==> config.mk <==
export PLATFORM = sky130hd
export DESIGN_NAME = smis_top
export DESIGN_NICKNAME = d
export VERILOG_FILES = /design/src/core/smis_pkg.sv /design/src/core/smis_edge.sv /design/src/core/smis_sync.sv /design/src/core/smis_top.sv
export SDC_FILE = /design/constraint.sdc
export NUM_CORES = 1
export LEC_CHECK = 0
export BUFFER_PORTS_ARGS = -buffer_cell sky130_fd_sc_hd__buf_4
export CAP_MARGIN = 5
export CORE_MARGIN = 1
export CORE_UTILIZATION = 51
export CTS_CLUSTER_SIZE = 16
export DETAILED_ROUTE_END_ITERATION = 8
export HOLD_SLACK_MARGIN = 0.1
export PLACE_DENSITY_LB_ADDON = 0.15
export RECOVER_POWER = 25
export SLEW_MARGIN = 25
export SYNTH_ARGS = -nofsm -noshare
export SYNTH_HDL_FRONTEND = slang
export SYNTH_HIERARCHICAL = 1
export SYNTH_SLANG_ARGS = --single-unit
export TNS_END_PERCENT = 1
==> constraint.sdc <==
create_clock -name clk_sys_in -period 2.35 [get_ports clk_sys_in]
set_clock_uncertainty 0.1 [all_clocks]
set_input_delay 0 -clock clk_sys_in [delete_from_list [all_inputs] [get_ports clk_sys_in]]
set_output_delay 0 -clock clk_sys_in [all_outputs]
set_load 0.1 [all_outputs]
==> src/core/smis_pkg.sv <==
// Constants, types and register map of the masked interrupt status block
// ==========================================================================
package smis_pkg;

  // ========================================================================
  // Flag layout
  localparam int FLAG_W = 7;
  localparam int BIT_PLL_LOCK = 6;
  localparam int BIT_CUR_LIMIT = 5;
  localparam int BIT_INT_OSC = 4;
  localparam int BIT_MAIN_OSC = 3;
  localparam int BIT_REG_UNREG = 2;
  localparam int BIT_BROWNOUT = 1;
  localparam int BIT_PLL_FAULT = 0;
  localparam int BIT_BOR_RESET_SEL = 0;

  // Events that count on their rising edge; the regulator one is a level
  localparam logic [6:0] EDGE_EVENTS = 7'h7B;

  // ========================================================================
  // Register byte offsets
  localparam logic [11:0] OFS_BOR_CTRL = 12'h030;
  localparam logic [11:0] OFS_RAW_STATUS = 12'h050;
  localparam logic [11:0] OFS_IRQ_MASK = 12'h054;
  localparam logic [11:0] OFS_MASKED_CLEAR = 12'h058;

  // ========================================================================
  // Reset values
  localparam logic [6:0] RST_RAW = 7'h00;
  localparam logic [6:0] RST_MASK = 7'h00;
  localparam logic RST_BOR_SEL = 1'b0;

  typedef enum logic [2:0] {
    SMIS_REG_NONE,
    SMIS_REG_BOR_CTRL,
    SMIS_REG_RAW,
    SMIS_REG_MASK,
    SMIS_REG_MASKED
  } smis_reg_e;

  // AHB-Lite request from the master side
  typedef struct packed {
    logic hsel;
    logic [31:0] haddr;
    logic [1:0] htrans;
    logic hwrite;
    logic [2:0] hsize;
    logic [31:0] hwdata;
    logic hready;
  } smis_ahb_req_s;

  // AHB-Lite response of this slave
  typedef struct packed {
    logic [31:0] hrdata;
    logic hreadyout;
    logic hresp;
  } smis_ahb_rsp_s;

endpackage

==> src/core/smis_edge.sv <==
// Rising-edge pulse generator for the filtered event levels
`timescale 1ns/1ps
module smis_edge (
  // Clock and control
  input wire logic clk_sys_in,
  input wire logic nrst_in,
  input wire logic ce_in,
  // Levels in, one-cycle pulses out
  input wire logic [smis_pkg::FLAG_W-1:0] level_in,
  output logic [smis_pkg::FLAG_W-1:0] rise_out
);
  import smis_pkg::*;

  typedef struct packed {
    logic [FLAG_W-1:0] prev;
    logic [FLAG_W-1:0] rise;
  } smis_edge_s;

  smis_edge_s st_ff;
  smis_edge_s nxt_st;

  always_comb begin
    nxt_st.prev = level_in;
    nxt_st.rise = level_in & ~st_ff.prev;
  end

  always_ff @(posedge clk_sys_in) begin
    if (!nrst_in) begin
      st_ff <= '0;
    end else if (ce_in) begin
      st_ff <= nxt_st;
    end
  end

  assign rise_out = st_ff.rise;

endmodule // smis_edge

==> src/core/smis_sync.sv <==
// Three-flop synchroniser with agreement filter for the raw event pins
`timescale 1ns/1ps
module smis_sync (
  // Clock and control
  input wire logic clk_sys_in,
  input wire logic nrst_in,
  input wire logic ce_in,
  // Asynchronous levels in, filtered levels out
  input wire logic [smis_pkg::FLAG_W-1:0] async_in,
  output logic [smis_pkg::FLAG_W-1:0] level_out
);
  import smis_pkg::*;

  typedef struct packed {
    logic [FLAG_W-1:0] s1;
    logic [FLAG_W-1:0] s2;
    logic [FLAG_W-1:0] s3;
    logic [FLAG_W-1:0] level;
  } smis_sync_s;

  smis_sync_s st_ff;
  smis_sync_s nxt_st;

  always_comb begin
    nxt_st = st_ff;
    nxt_st.s1 = async_in;
    nxt_st.s2 = st_ff.s1;
    nxt_st.s3 = st_ff.s2;
    // Only a value seen twice in a row is taken, so glitches drop out
    for (int i = 0; i < FLAG_W; i++) begin
      if (st_ff.s2[i] == st_ff.s3[i]) begin
        nxt_st.level[i] = st_ff.s3[i];
      end
    end
  end

  always_ff @(posedge clk_sys_in) begin
    if (!nrst_in) begin
      st_ff <= '0;
    end else if (ce_in) begin
      st_ff <= nxt_st;
    end
  end

  assign level_out = st_ff.level;

endmodule // smis_sync

==> src/core/smis_top.sv <==
// Masked interrupt status and clear block with its AHB-Lite register slave
`timescale 1ns/1ps
module smis_top (
  // Clock, reset and clock enable
  input wire logic clk_sys_in,
  input wire logic nrst_in,
  input wire logic ce_in,
  // Register bus
  input smis_pkg::smis_ahb_req_s ahb_req_in,
  output smis_pkg::smis_ahb_rsp_s ahb_rsp_out,
  // Raw event sources, asynchronous levels
  input wire logic pll_ready_in,
  input wire logic cur_limit_in,
  input wire logic int_osc_fault_in,
  input wire logic main_osc_fault_in,
  input wire logic reg_unreg_in,
  input wire logic brownout_in,
  input wire logic pll_fault_in,
  // Interrupt and brown-out reset request
  output logic irq_out,
  output logic bor_reset_req_out
);
  import smis_pkg::*;

  // ========================================================================
  // State
  typedef struct packed {
    logic [FLAG_W-1:0] raw;
    logic [FLAG_W-1:0] mask;
    logic bor_sel;
    logic irq;
    logic bor_req;
    logic wr_pend;
    smis_reg_e wr_reg;
    logic [31:0] rdata;
  } smis_state_s;

  smis_state_s st_ff;
  smis_state_s nxt_st;

  logic [FLAG_W-1:0] evt_async;
  logic [FLAG_W-1:0] evt_level;
  logic [FLAG_W-1:0] evt_rise;
  logic [FLAG_W-1:0] evt_set;
  logic [FLAG_W-1:0] clr;
  logic [FLAG_W-1:0] masked_nxt;
  logic addr_ok;
  smis_reg_e addr_reg;

  // ========================================================================
  // Helpers
  function automatic smis_reg_e reg_decode(input logic [31:0] addr);
    if (addr[31:12] != 20'h00000) begin
      reg_decode = SMIS_REG_NONE;
    end else if (addr[11:0] == OFS_BOR_CTRL) begin
      reg_decode = SMIS_REG_BOR_CTRL;
    end else if (addr[11:0] == OFS_RAW_STATUS) begin
      reg_decode = SMIS_REG_RAW;
    end else if (addr[11:0] == OFS_IRQ_MASK) begin
      reg_decode = SMIS_REG_MASK;
    end else if (addr[11:0] == OFS_MASKED_CLEAR) begin
      reg_decode = SMIS_REG_MASKED;
    end else begin
      reg_decode = SMIS_REG_NONE;
    end
  endfunction

  // Brown-out never reaches the masked view while it is routed to reset
  function automatic logic [FLAG_W-1:0] masked_view(
    input logic [FLAG_W-1:0] raw,
    input logic [FLAG_W-1:0] mask,
    input logic bor_sel
  );
    logic [FLAG_W-1:0] gate;
    gate = mask;
    gate[BIT_BROWNOUT] = mask[BIT_BROWNOUT] & ~bor_sel;
    masked_view = raw & gate;
  endfunction

  // ========================================================================
  // Event inputs
  assign evt_async[BIT_PLL_LOCK] = pll_ready_in;
  assign evt_async[BIT_CUR_LIMIT] = cur_limit_in;
  assign evt_async[BIT_INT_OSC] = int_osc_fault_in;
  assign evt_async[BIT_MAIN_OSC] = main_osc_fault_in;
  assign evt_async[BIT_REG_UNREG] = reg_unreg_in;
  assign evt_async[BIT_BROWNOUT] = brownout_in;
  assign evt_async[BIT_PLL_FAULT] = pll_fault_in;

  smis_sync u_sync (
    .clk_sys_in (clk_sys_in),
    .nrst_in (nrst_in),
    .ce_in (ce_in),
    .async_in (evt_async),
    .level_out (evt_level)
  );

  smis_edge u_edge (
    .clk_sys_in (clk_sys_in),
    .nrst_in (nrst_in),
    .ce_in (ce_in),
    .level_in (evt_level),
    .rise_out (evt_rise)
  );

  // Edge events fire once per assertion; the regulator keeps setting
  // its flag as long as the output stays unregulated
  assign evt_set = (evt_rise & EDGE_EVENTS) |
                   (evt_level & ~EDGE_EVENTS);

  // ========================================================================
  // Bus address phase
  assign addr_ok = ahb_req_in.hsel & ahb_req_in.htrans[1] &
                   ahb_req_in.hready;
  assign addr_reg = reg_decode(ahb_req_in.haddr);

  // Write-one-to-clear strobes of the masked register, data phase
  always_comb begin
    clr = '0;
    if (st_ff.wr_pend && (st_ff.wr_reg == SMIS_REG_MASKED)) begin
      clr = ahb_req_in.hwdata[FLAG_W-1:0];
    end
  end

  // ========================================================================
  // Next state
  always_comb begin
    nxt_st = st_ff;
    nxt_st.wr_pend = 1'b0;

    // Data-phase writes; bits above the flag field are dropped
    if (st_ff.wr_pend) begin
      case (st_ff.wr_reg)
        SMIS_REG_MASK: begin
          nxt_st.mask = ahb_req_in.hwdata[FLAG_W-1:0];
        end
        SMIS_REG_BOR_CTRL: begin
          nxt_st.bor_sel = ahb_req_in.hwdata[BIT_BOR_RESET_SEL];
        end
        default: begin
        end
      endcase
    end

    // Clear also hits the raw bit; a new event in the same cycle wins
    nxt_st.raw = (st_ff.raw & ~clr) | evt_set;

    masked_nxt = masked_view(nxt_st.raw, nxt_st.mask, nxt_st.bor_sel);
    nxt_st.irq = |masked_nxt;
    nxt_st.bor_req = evt_level[BIT_BROWNOUT] & nxt_st.bor_sel;

    // Read data taken from the post-write state so back-to-back
    // write then read returns the new value
    if (addr_ok) begin
      nxt_st.wr_pend = ahb_req_in.hwrite;
      nxt_st.wr_reg = addr_reg;
      nxt_st.rdata = 32'h00000000;
      if (!ahb_req_in.hwrite) begin
        case (addr_reg)
          SMIS_REG_RAW: begin
            nxt_st.rdata[FLAG_W-1:0] = nxt_st.raw;
          end
          SMIS_REG_MASK: begin
            nxt_st.rdata[FLAG_W-1:0] = nxt_st.mask;
          end
          SMIS_REG_MASKED: begin
            nxt_st.rdata[FLAG_W-1:0] = masked_nxt;
          end
          SMIS_REG_BOR_CTRL: begin
            nxt_st.rdata[BIT_BOR_RESET_SEL] = nxt_st.bor_sel;
          end
          default: begin
          end
        endcase
      end
    end
  end

  // ========================================================================
  // Registers
  always_ff @(posedge clk_sys_in) begin
    if (!nrst_in) begin
      st_ff.raw <= RST_RAW;
      st_ff.mask <= RST_MASK;
      st_ff.bor_sel <= RST_BOR_SEL;
      st_ff.irq <= 1'b0;
      st_ff.bor_req <= 1'b0;
      st_ff.wr_pend <= 1'b0;
      st_ff.wr_reg <= SMIS_REG_NONE;
      st_ff.rdata <= 32'h00000000;
    end else if (ce_in) begin
      st_ff <= nxt_st;
    end
  end

  // ========================================================================
  // Outputs; zero wait states, always OKAY
  assign ahb_rsp_out.hrdata = st_ff.rdata;
  assign ahb_rsp_out.hreadyout = 1'b1;
  assign ahb_rsp_out.hresp = 1'b0;
  assign irq_out = st_ff.irq;
  assign bor_reset_req_out = st_ff.bor_req;

endmodule // smis_top

==> results of run 1 <==
## metal layers
layer | GRT usage (%) | vias up | wire length, um
li1 | - | 1430 | -
met1 | 26.1 | 1345 | 3380
met2 | 37.1 | 101 | 3650
met3 | 6.13 | 16 | 404
met4 | 8.79 | 0 | 180
met5 | 0 | - | 0
## per-stage QoR
stage / hold slack [ps] / cell area [um^2]
2_1_floorplan: 28.2 / 3650
3_3_place_gp: 136 / 3730
3_5_place_dp: 143 / 3730
4_1_cts: 101 / 4270
5_1_grt: 128 / 4280
6_report: 113 / 4280
## state kept, by name, indices dropped and copies added, names as in the netlist
| register | count |
|---|---|
| ahb_rsp_out | 7 |
| bor_reset_req_out | 1 |
| irq_out | 1 |
| st_ff | 19 |
| u_edge/rise_out | 6 |
| u_edge/st_ff | 6 |
| u_sync/level_out | 7 |
| u_sync/nxt_st | 14 |
| u_sync/st_ff | 7 |
## worst min-delay path: cells and delay by family
kind / cells / cell delay, ps
AND/OR/NAND/NOR: 2 / 380
buffers and inverters: 1 / 80
AO/OA/AOI/OAI: 1 / 60
## where the power goes
group          internal (mW)  leakage, nW  switching [mW]  total (mW)
sequential              1.17        0.552          0.0132        1.19
clock                  0.506        0.101           0.493        1.00
combinational          0.142         1.18           0.314       0.456
total                   1.82         1.83           0.821        2.64
## final cells by class
cell class | count | area [um^2] | share of cell area (%)
multi-input cells | 271 | 1790 | 41.8
flip-flops and latches | 68 | 1360 | 31.9
repair buffers | 97 | 774 | 18.1
clock buffers | 9 | 124 | 2.90
well taps | 80 | 100 | 2.34
clock inverters | 7 | 81.3 | 1.90
inverters | 12 | 45.0 | 1.05
## how the worst min path moves through the flow
stage | from | end | slack, ps | cells after the start
floorplan | nrst_in | u_edge/st_ff[13]$_SDFFE_PN0P_ | 30 | 1
global placement | cur_limit_in | u_sync/nxt_st[19]$_SDFFE_PN0P_ | 140 | 3
detailed placement | cur_limit_in | u_sync/nxt_st[19]$_SDFFE_PN0P_ | 140 | 3
CTS | ahb_req_in[0] | st_ff[34]$_SDFFE_PN0P_ | 100 | 4
global route | ahb_req_in[49] | ahb_rsp_out[6]$_SDFFE_PN0P_ | 130 | 6
finish | ahb_req_in[38] | st_ff[34]$_SDFFE_PN0P_ | 110 | 4
## what timing repair did
item                                    in CTS  in global routing
endpoints found under the hold margin       58                  0
gates resized for setup                      0                  9
hold buffers                                33                  0
endpoints found under the setup margin       0                  1
==> impl_metrics.env, run 1 <==
export IMPL_rsz0062_at_grt="false"
export IMPL_grtUsageTotal_pct=21.9
export IMPL_setup_ws_ps=96.2
export IMPL_worstSetupPathType="reg -> reg"
export IMPL_dpl_cell_count=495
export IMPL_syn_instance_count=392
export IMPL_endpoint="ahb_rsp_out[2]$_SDFFE_PN0P_"
export IMPL_cpMaxStageDelayCell="dlygate4sd3_1"
export IMPL_num_rows=30
export IMPL_outcome="finished clean"
export IMPL_coreArea_um2=6760
export IMPL_antenna_left=0
export IMPL_dp_slack_ps=558
export IMPL_grt_pass1_vias=2750
export IMPL_antenna_found_initial=0
export IMPL_r2r_start="st_ff[33]$_SDFFE_PN0P_"
export IMPL_cts_buffer_depth=2
export IMPL_cts_tree="yes"
export IMPL_fin_crit_sh_pct=95.9
export IMPL_drt_iter0_drc=109
export IMPL_port_buffers=61
export IMPL_min_path_type="in -> reg"
export IMPL_final_common_cell="dfxtp_1"
export IMPL_hold_viol=0
export IMPL_grt_max_degree=55
export IMPL_crit_path_start_kind="flip-flop"
export IMPL_cp_data_required_time_ps=2490
export IMPL_drive_gt1_share_pct=19.6
export IMPL_fill_cells=583
export IMPL_cts_buffers=9
export IMPL_drt_wl_total_um=7620
export IMPL_cp_common_cell="a2bb2oi_1"
export IMPL_worstPathArrival_ps=2390
export IMPL_grt_pass1_wl_um=12400
export IMPL_cp_startpoint="st_ff[33]$_SDFFE_PN0P_"
export IMPL_clkTransAtPathRegs_ps=80
export IMPL_cp_end_kind="flip-flop"
export IMPL_cp_depth=6
export IMPL_final_cell_mix="dfxtp_1 (66), buf_4 (54), nor2_1 (47)"
export IMPL_gp_congestion=0.818
export IMPL_dieArea_um2=7300
export IMPL_ir_drop_mv=0.525
export IMPL_timing_final_crit_period_ps=2250
export IMPL_cp_max_fo=5
export IMPL_syn_area_per_cell_um2=9.06
export IMPL_r2r_end="ahb_rsp_out[2]$_SDFFE_PN0P_"
export IMPL_n_antenna_cell=0
export IMPL_fin_nets=541
export IMPL_grt_overflow_total=0
export IMPL_via_count=2892
export IMPL_clkLatencyLatePin_ps=350
export IMPL_first_pass_iters=4
export IMPL_wire_per_inst_um=14.0
export IMPL_max_freq_ghz=0.444
export IMPL_crit_chain="nor4bb_4 > mux2_4 > a2bb2oi_1 > a2bb2oi_1 > o21ai_1 > dlygate4sd3_1"
export IMPL_instances_no_fill=544
export IMPL_max_slew_margin_pct=21.1
export IMPL_total_leakage_power_nw=1.83
export IMPL_ys_warn_count=6
export IMPL_power_density_nw_per_um2=618
export IMPL_finalPower_mw=2.64
export IMPL_hpwl_um=4950
export IMPL_syn_area_um2=3550
export IMPL_ios=118
export IMPL_cpLargestDelayFamily="buffers and inverters"
export IMPL_cts_setup_buffers=0
export IMPL_die_y_um=85.5
export IMPL_cts_root_buf="clkbuf_8"
export IMPL_tightestPinTransition_ps=1190
export IMPL_htree_levels=3
export IMPL_start_util_pct=52.6
export IMPL_cp_buffers_inverters=1
export IMPL_critPathMaxStageDelay_ps=550
export IMPL_timing_setup_tns_ps=0
export IMPL_die_w_um=85.5
export IMPL_setup_viol=0
export IMPL_drv_slew=0
export IMPL_area_growth_pct=20.4
export IMPL_drc=0
export IMPL_numClockSinks=68
export IMPL_via_per_inst=5.32
export IMPL_r2r_slack_ps=100
export IMPL_fin_util_pct=63.3
export IMPL_cap_violations=0
export IMPL_reg2regPathDepth=6
Power figures use the tool's default switching activity.
==> inputs of run 2 (changes only) <==
--- a/config.mk
+++ b/config.mk
@@ -8,15 +8,15 @@
 export BUFFER_PORTS_ARGS = -buffer_cell sky130_fd_sc_hd__buf_4
 export CAP_MARGIN = 5
 export CORE_MARGIN = 1
-export CORE_UTILIZATION = 51
+export CORE_UTILIZATION = 50
 export CTS_CLUSTER_SIZE = 16
 export DETAILED_ROUTE_END_ITERATION = 8
 export HOLD_SLACK_MARGIN = 0.1
-export PLACE_DENSITY_LB_ADDON = 0.15
+export PLACE_DENSITY_LB_ADDON = 0.25
 export RECOVER_POWER = 25
+export SETUP_SLACK_MARGIN = 0.5
 export SLEW_MARGIN = 25
 export SYNTH_ARGS = -nofsm -noshare
 export SYNTH_HDL_FRONTEND = slang
-export SYNTH_HIERARCHICAL = 1
 export SYNTH_SLANG_ARGS = --single-unit
 export TNS_END_PERCENT = 1
==> run 2 against run 1 <==
  * Fmax is 17% higher
  * Synthesized cell count shrank 3.1%
  * Clock-buffer cell count is 3 higher
  * Highest routed layer unchanged
  * First-iteration DRC count increased by 42%
  * Sequential power barely moved
==> impl_metrics.env, run 2 <==
export IMPL_outcome="finished clean"
export IMPL_rsz0062_at_grt="true"
export IMPL_via_per_inst=5.33
export IMPL_grt_max_degree=66
export IMPL_grt_pass1_vias=2664
export IMPL_dp_slack_ps=371
export IMPL_dpl_cell_count=496
export IMPL_syn_area_per_cell_um2=8.71
export IMPL_instances_no_fill=557
export IMPL_top_usage_layer="met2"
export IMPL_area_growth_pct=29.9
export IMPL_cap_violations=0
export IMPL_largest_register="st_ff"
export IMPL_cp_max_fo=11
export IMPL_synth_cell_types=55
export IMPL_syn_instance_count=380
export IMPL_die_y_um=83.4
export IMPL_crit_path_start_kind="input port"
export IMPL_met1_usage_pct=27.3
export IMPL_yosys_area_top_type_share_pct=41.1
export IMPL_grt_pass1_wl_um=12500
export IMPL_via_count=2970
export IMPL_setup_viol=0
export IMPL_final_cell_mix="dfxtp_1 (68), buf_4 (60), nor2_1 (57)"
export IMPL_min_path_type="in -> reg"
export IMPL_cts_root_buf="clkbuf_8"
export IMPL_first_pass_iters=4
export IMPL_ys_warn_count=0
export IMPL_dieArea_um2=6950
export IMPL_start_util_pct=51.8
export IMPL_drive_gt1_share_pct=18.8
export IMPL_synth_async_sr_flop_share_pct=0
export IMPL_syn_area_um2=3310
export IMPL_antenna_found_initial=0
export IMPL_fin_crit_sh_pct=81.8
export IMPL_htree_levels=3
export IMPL_drt_iter0_drc=155
export IMPL_finalPower_mw=2.60
export IMPL_cts_tree="yes"
export IMPL_use_met3_pct=6.56
export IMPL_ys_top_cells_by_count="dfxtp_1 (68), nor2_1 (57), mux2i_1 (37), buf_4 (35), nand2_1 (29)"
export IMPL_total_leakage_power_nw=1.84
export IMPL_fill_cells=516
export IMPL_power_density_nw_per_um2=604
export IMPL_synth_main_ff_cell="dfxtp_1"
export IMPL_cts_buffer_depth=2
export IMPL_gr_usage_met2_pct=37.3
export IMPL_fin_nets=557
export IMPL_ys_ff_latch=68
export IMPL_n_antenna_cell=0
export IMPL_hpwl_um=4650
export IMPL_ys_top_cells_by_area="dfxtp_1 (41%), mux2i_1 (11%), buf_4 (7.9%)"
export IMPL_timing_final_crit_period_ps=1920
export IMPL_drv_slew=0
export IMPL_tightestPinTransition_ps=1190
export IMPL_gp_congestion=0.787
export IMPL_hold_worst_slack_ps=86.5
export IMPL_synth_top_area_cell="dfxtp_1"
export IMPL_antenna_left=0
export IMPL_cp_end_kind="flip-flop"
export IMPL_seq_area_frac_synth_pct=41.1
export IMPL_num_rows=29
export IMPL_design_area_um2=4300
export IMPL_worstPathArrival_ps=2050
export IMPL_clkTransAtPathRegs_ps=70
export IMPL_cp_data_required_time_ps=2470
export IMPL_final_common_cell="dfxtp_1"
export IMPL_fin_util_pct=67.4
export IMPL_largest_register_ffs=19
export IMPL_ios=118
export IMPL_yosysMostFrequentCell="dfxtp_1"
export IMPL_grt_overflow_total=0
export IMPL_hold_viol=0
export IMPL_drc=0
export IMPL_cts_buffers=9
export IMPL_coreArea_um2=6390
export IMPL_clkLatencyLatePin_ps=330
export IMPL_max_slew_margin_pct=21.1
export IMPL_synth_edf_count=0
export IMPL_worstSetupPathType="in -> reg"
export IMPL_port_buffers=61
export IMPL_wire_per_inst_um=14.1
export IMPL_grtUsageTotal_pct=22.2
export IMPL_timing_setup_tns_ps=0
export IMPL_numClockSinks=68
export IMPL_die_w_um=83.4
export IMPL_place_area_um2=3670
export IMPL_setup_ws_ps=429
export IMPL_max_freq_ghz=0.520
export IMPL_ir_drop_mv=0.766
export IMPL_drt_wl_total_um=7840
export IMPL_postCtsHoldBufs=41
-- run 2: metal layers --
| layer | vias to the layer above | routed length [um] |
|---|---|---|
| li1 | 1476 | - |
| met1 | 1370 | 3360 |
| met2 | 110 | 3910 |
| met3 | 14 | 470 |
| met4 | 0 | 105 |
| met5 | - | 0 |
-- run 2: cells by family (layout without fill, tap and decap cells) --
logic type	after synthesis	in the layout	share of synthesized area, %
buf+inv	61	136	11.0
mux	37	37	11.2
flops	68	68	41.1
compound gates	82	82	16.1
simple gates	130	130	20.4
other cells	2	27	0.227
-- run 2: area by class of cell --
cell class | instances | area [um^2] | area share [%]
Clock buffer | 12 | 145 | 3.37
Clock inverter | 4 | 48.8 | 1.13
Inverter | 9 | 37.5 | 0.873
Tap cell | 77 | 96.3 | 2.24
Timing Repair Buffer | 111 | 898 | 20.9
Sequential cell | 68 | 1360 | 31.6
Multi-Input combinational cell | 276 | 1710 | 39.8
-- run 2: repair_timing --
action,4_1_cts,5_1_grt
hold endpoints to repair,34,1
endpoints found under the setup margin,7,12
setup buffers,1,3
resized for setup,0,9
pin swaps,0,1
-- run 2: path summary, 6_finish.rpt --
kind	start	to	slack (ps)	cells past startpoint
max reg2reg	st_ff[34]$_SDFFE_PN0P_	ahb_rsp_out[6]$_SDFFE_PN0P_	500	6
max	ce_in	st_ff[35]$_SDFFE_PN0P_	430	7
min reg2reg	ahb_rsp_out[5]$_SDFFE_PN0P_	ahb_rsp_out[5]$_SDFFE_PN0P_	360	2
min	ahb_req_in[48]	st_ff[32]$_SDFFE_PN0P_	90	5
-- run 2: critical path, cell delays in order --
cell           delay [ps]
dlygate4sd3_1         520
clkbuf_1              200
clkinvlp_4            260
buf_4                 240
o2bb2ai_1             120
and2_1                160
dlygate4sd3_1         550
-- run 2: report_power, final --
group | total, mW | switching, mW | internal (mW)
Clock | 0.929 | 0.411 | 0.518
Sequential | 1.19 | 0.0142 | 1.18
Combinational | 0.477 | 0.324 | 0.153
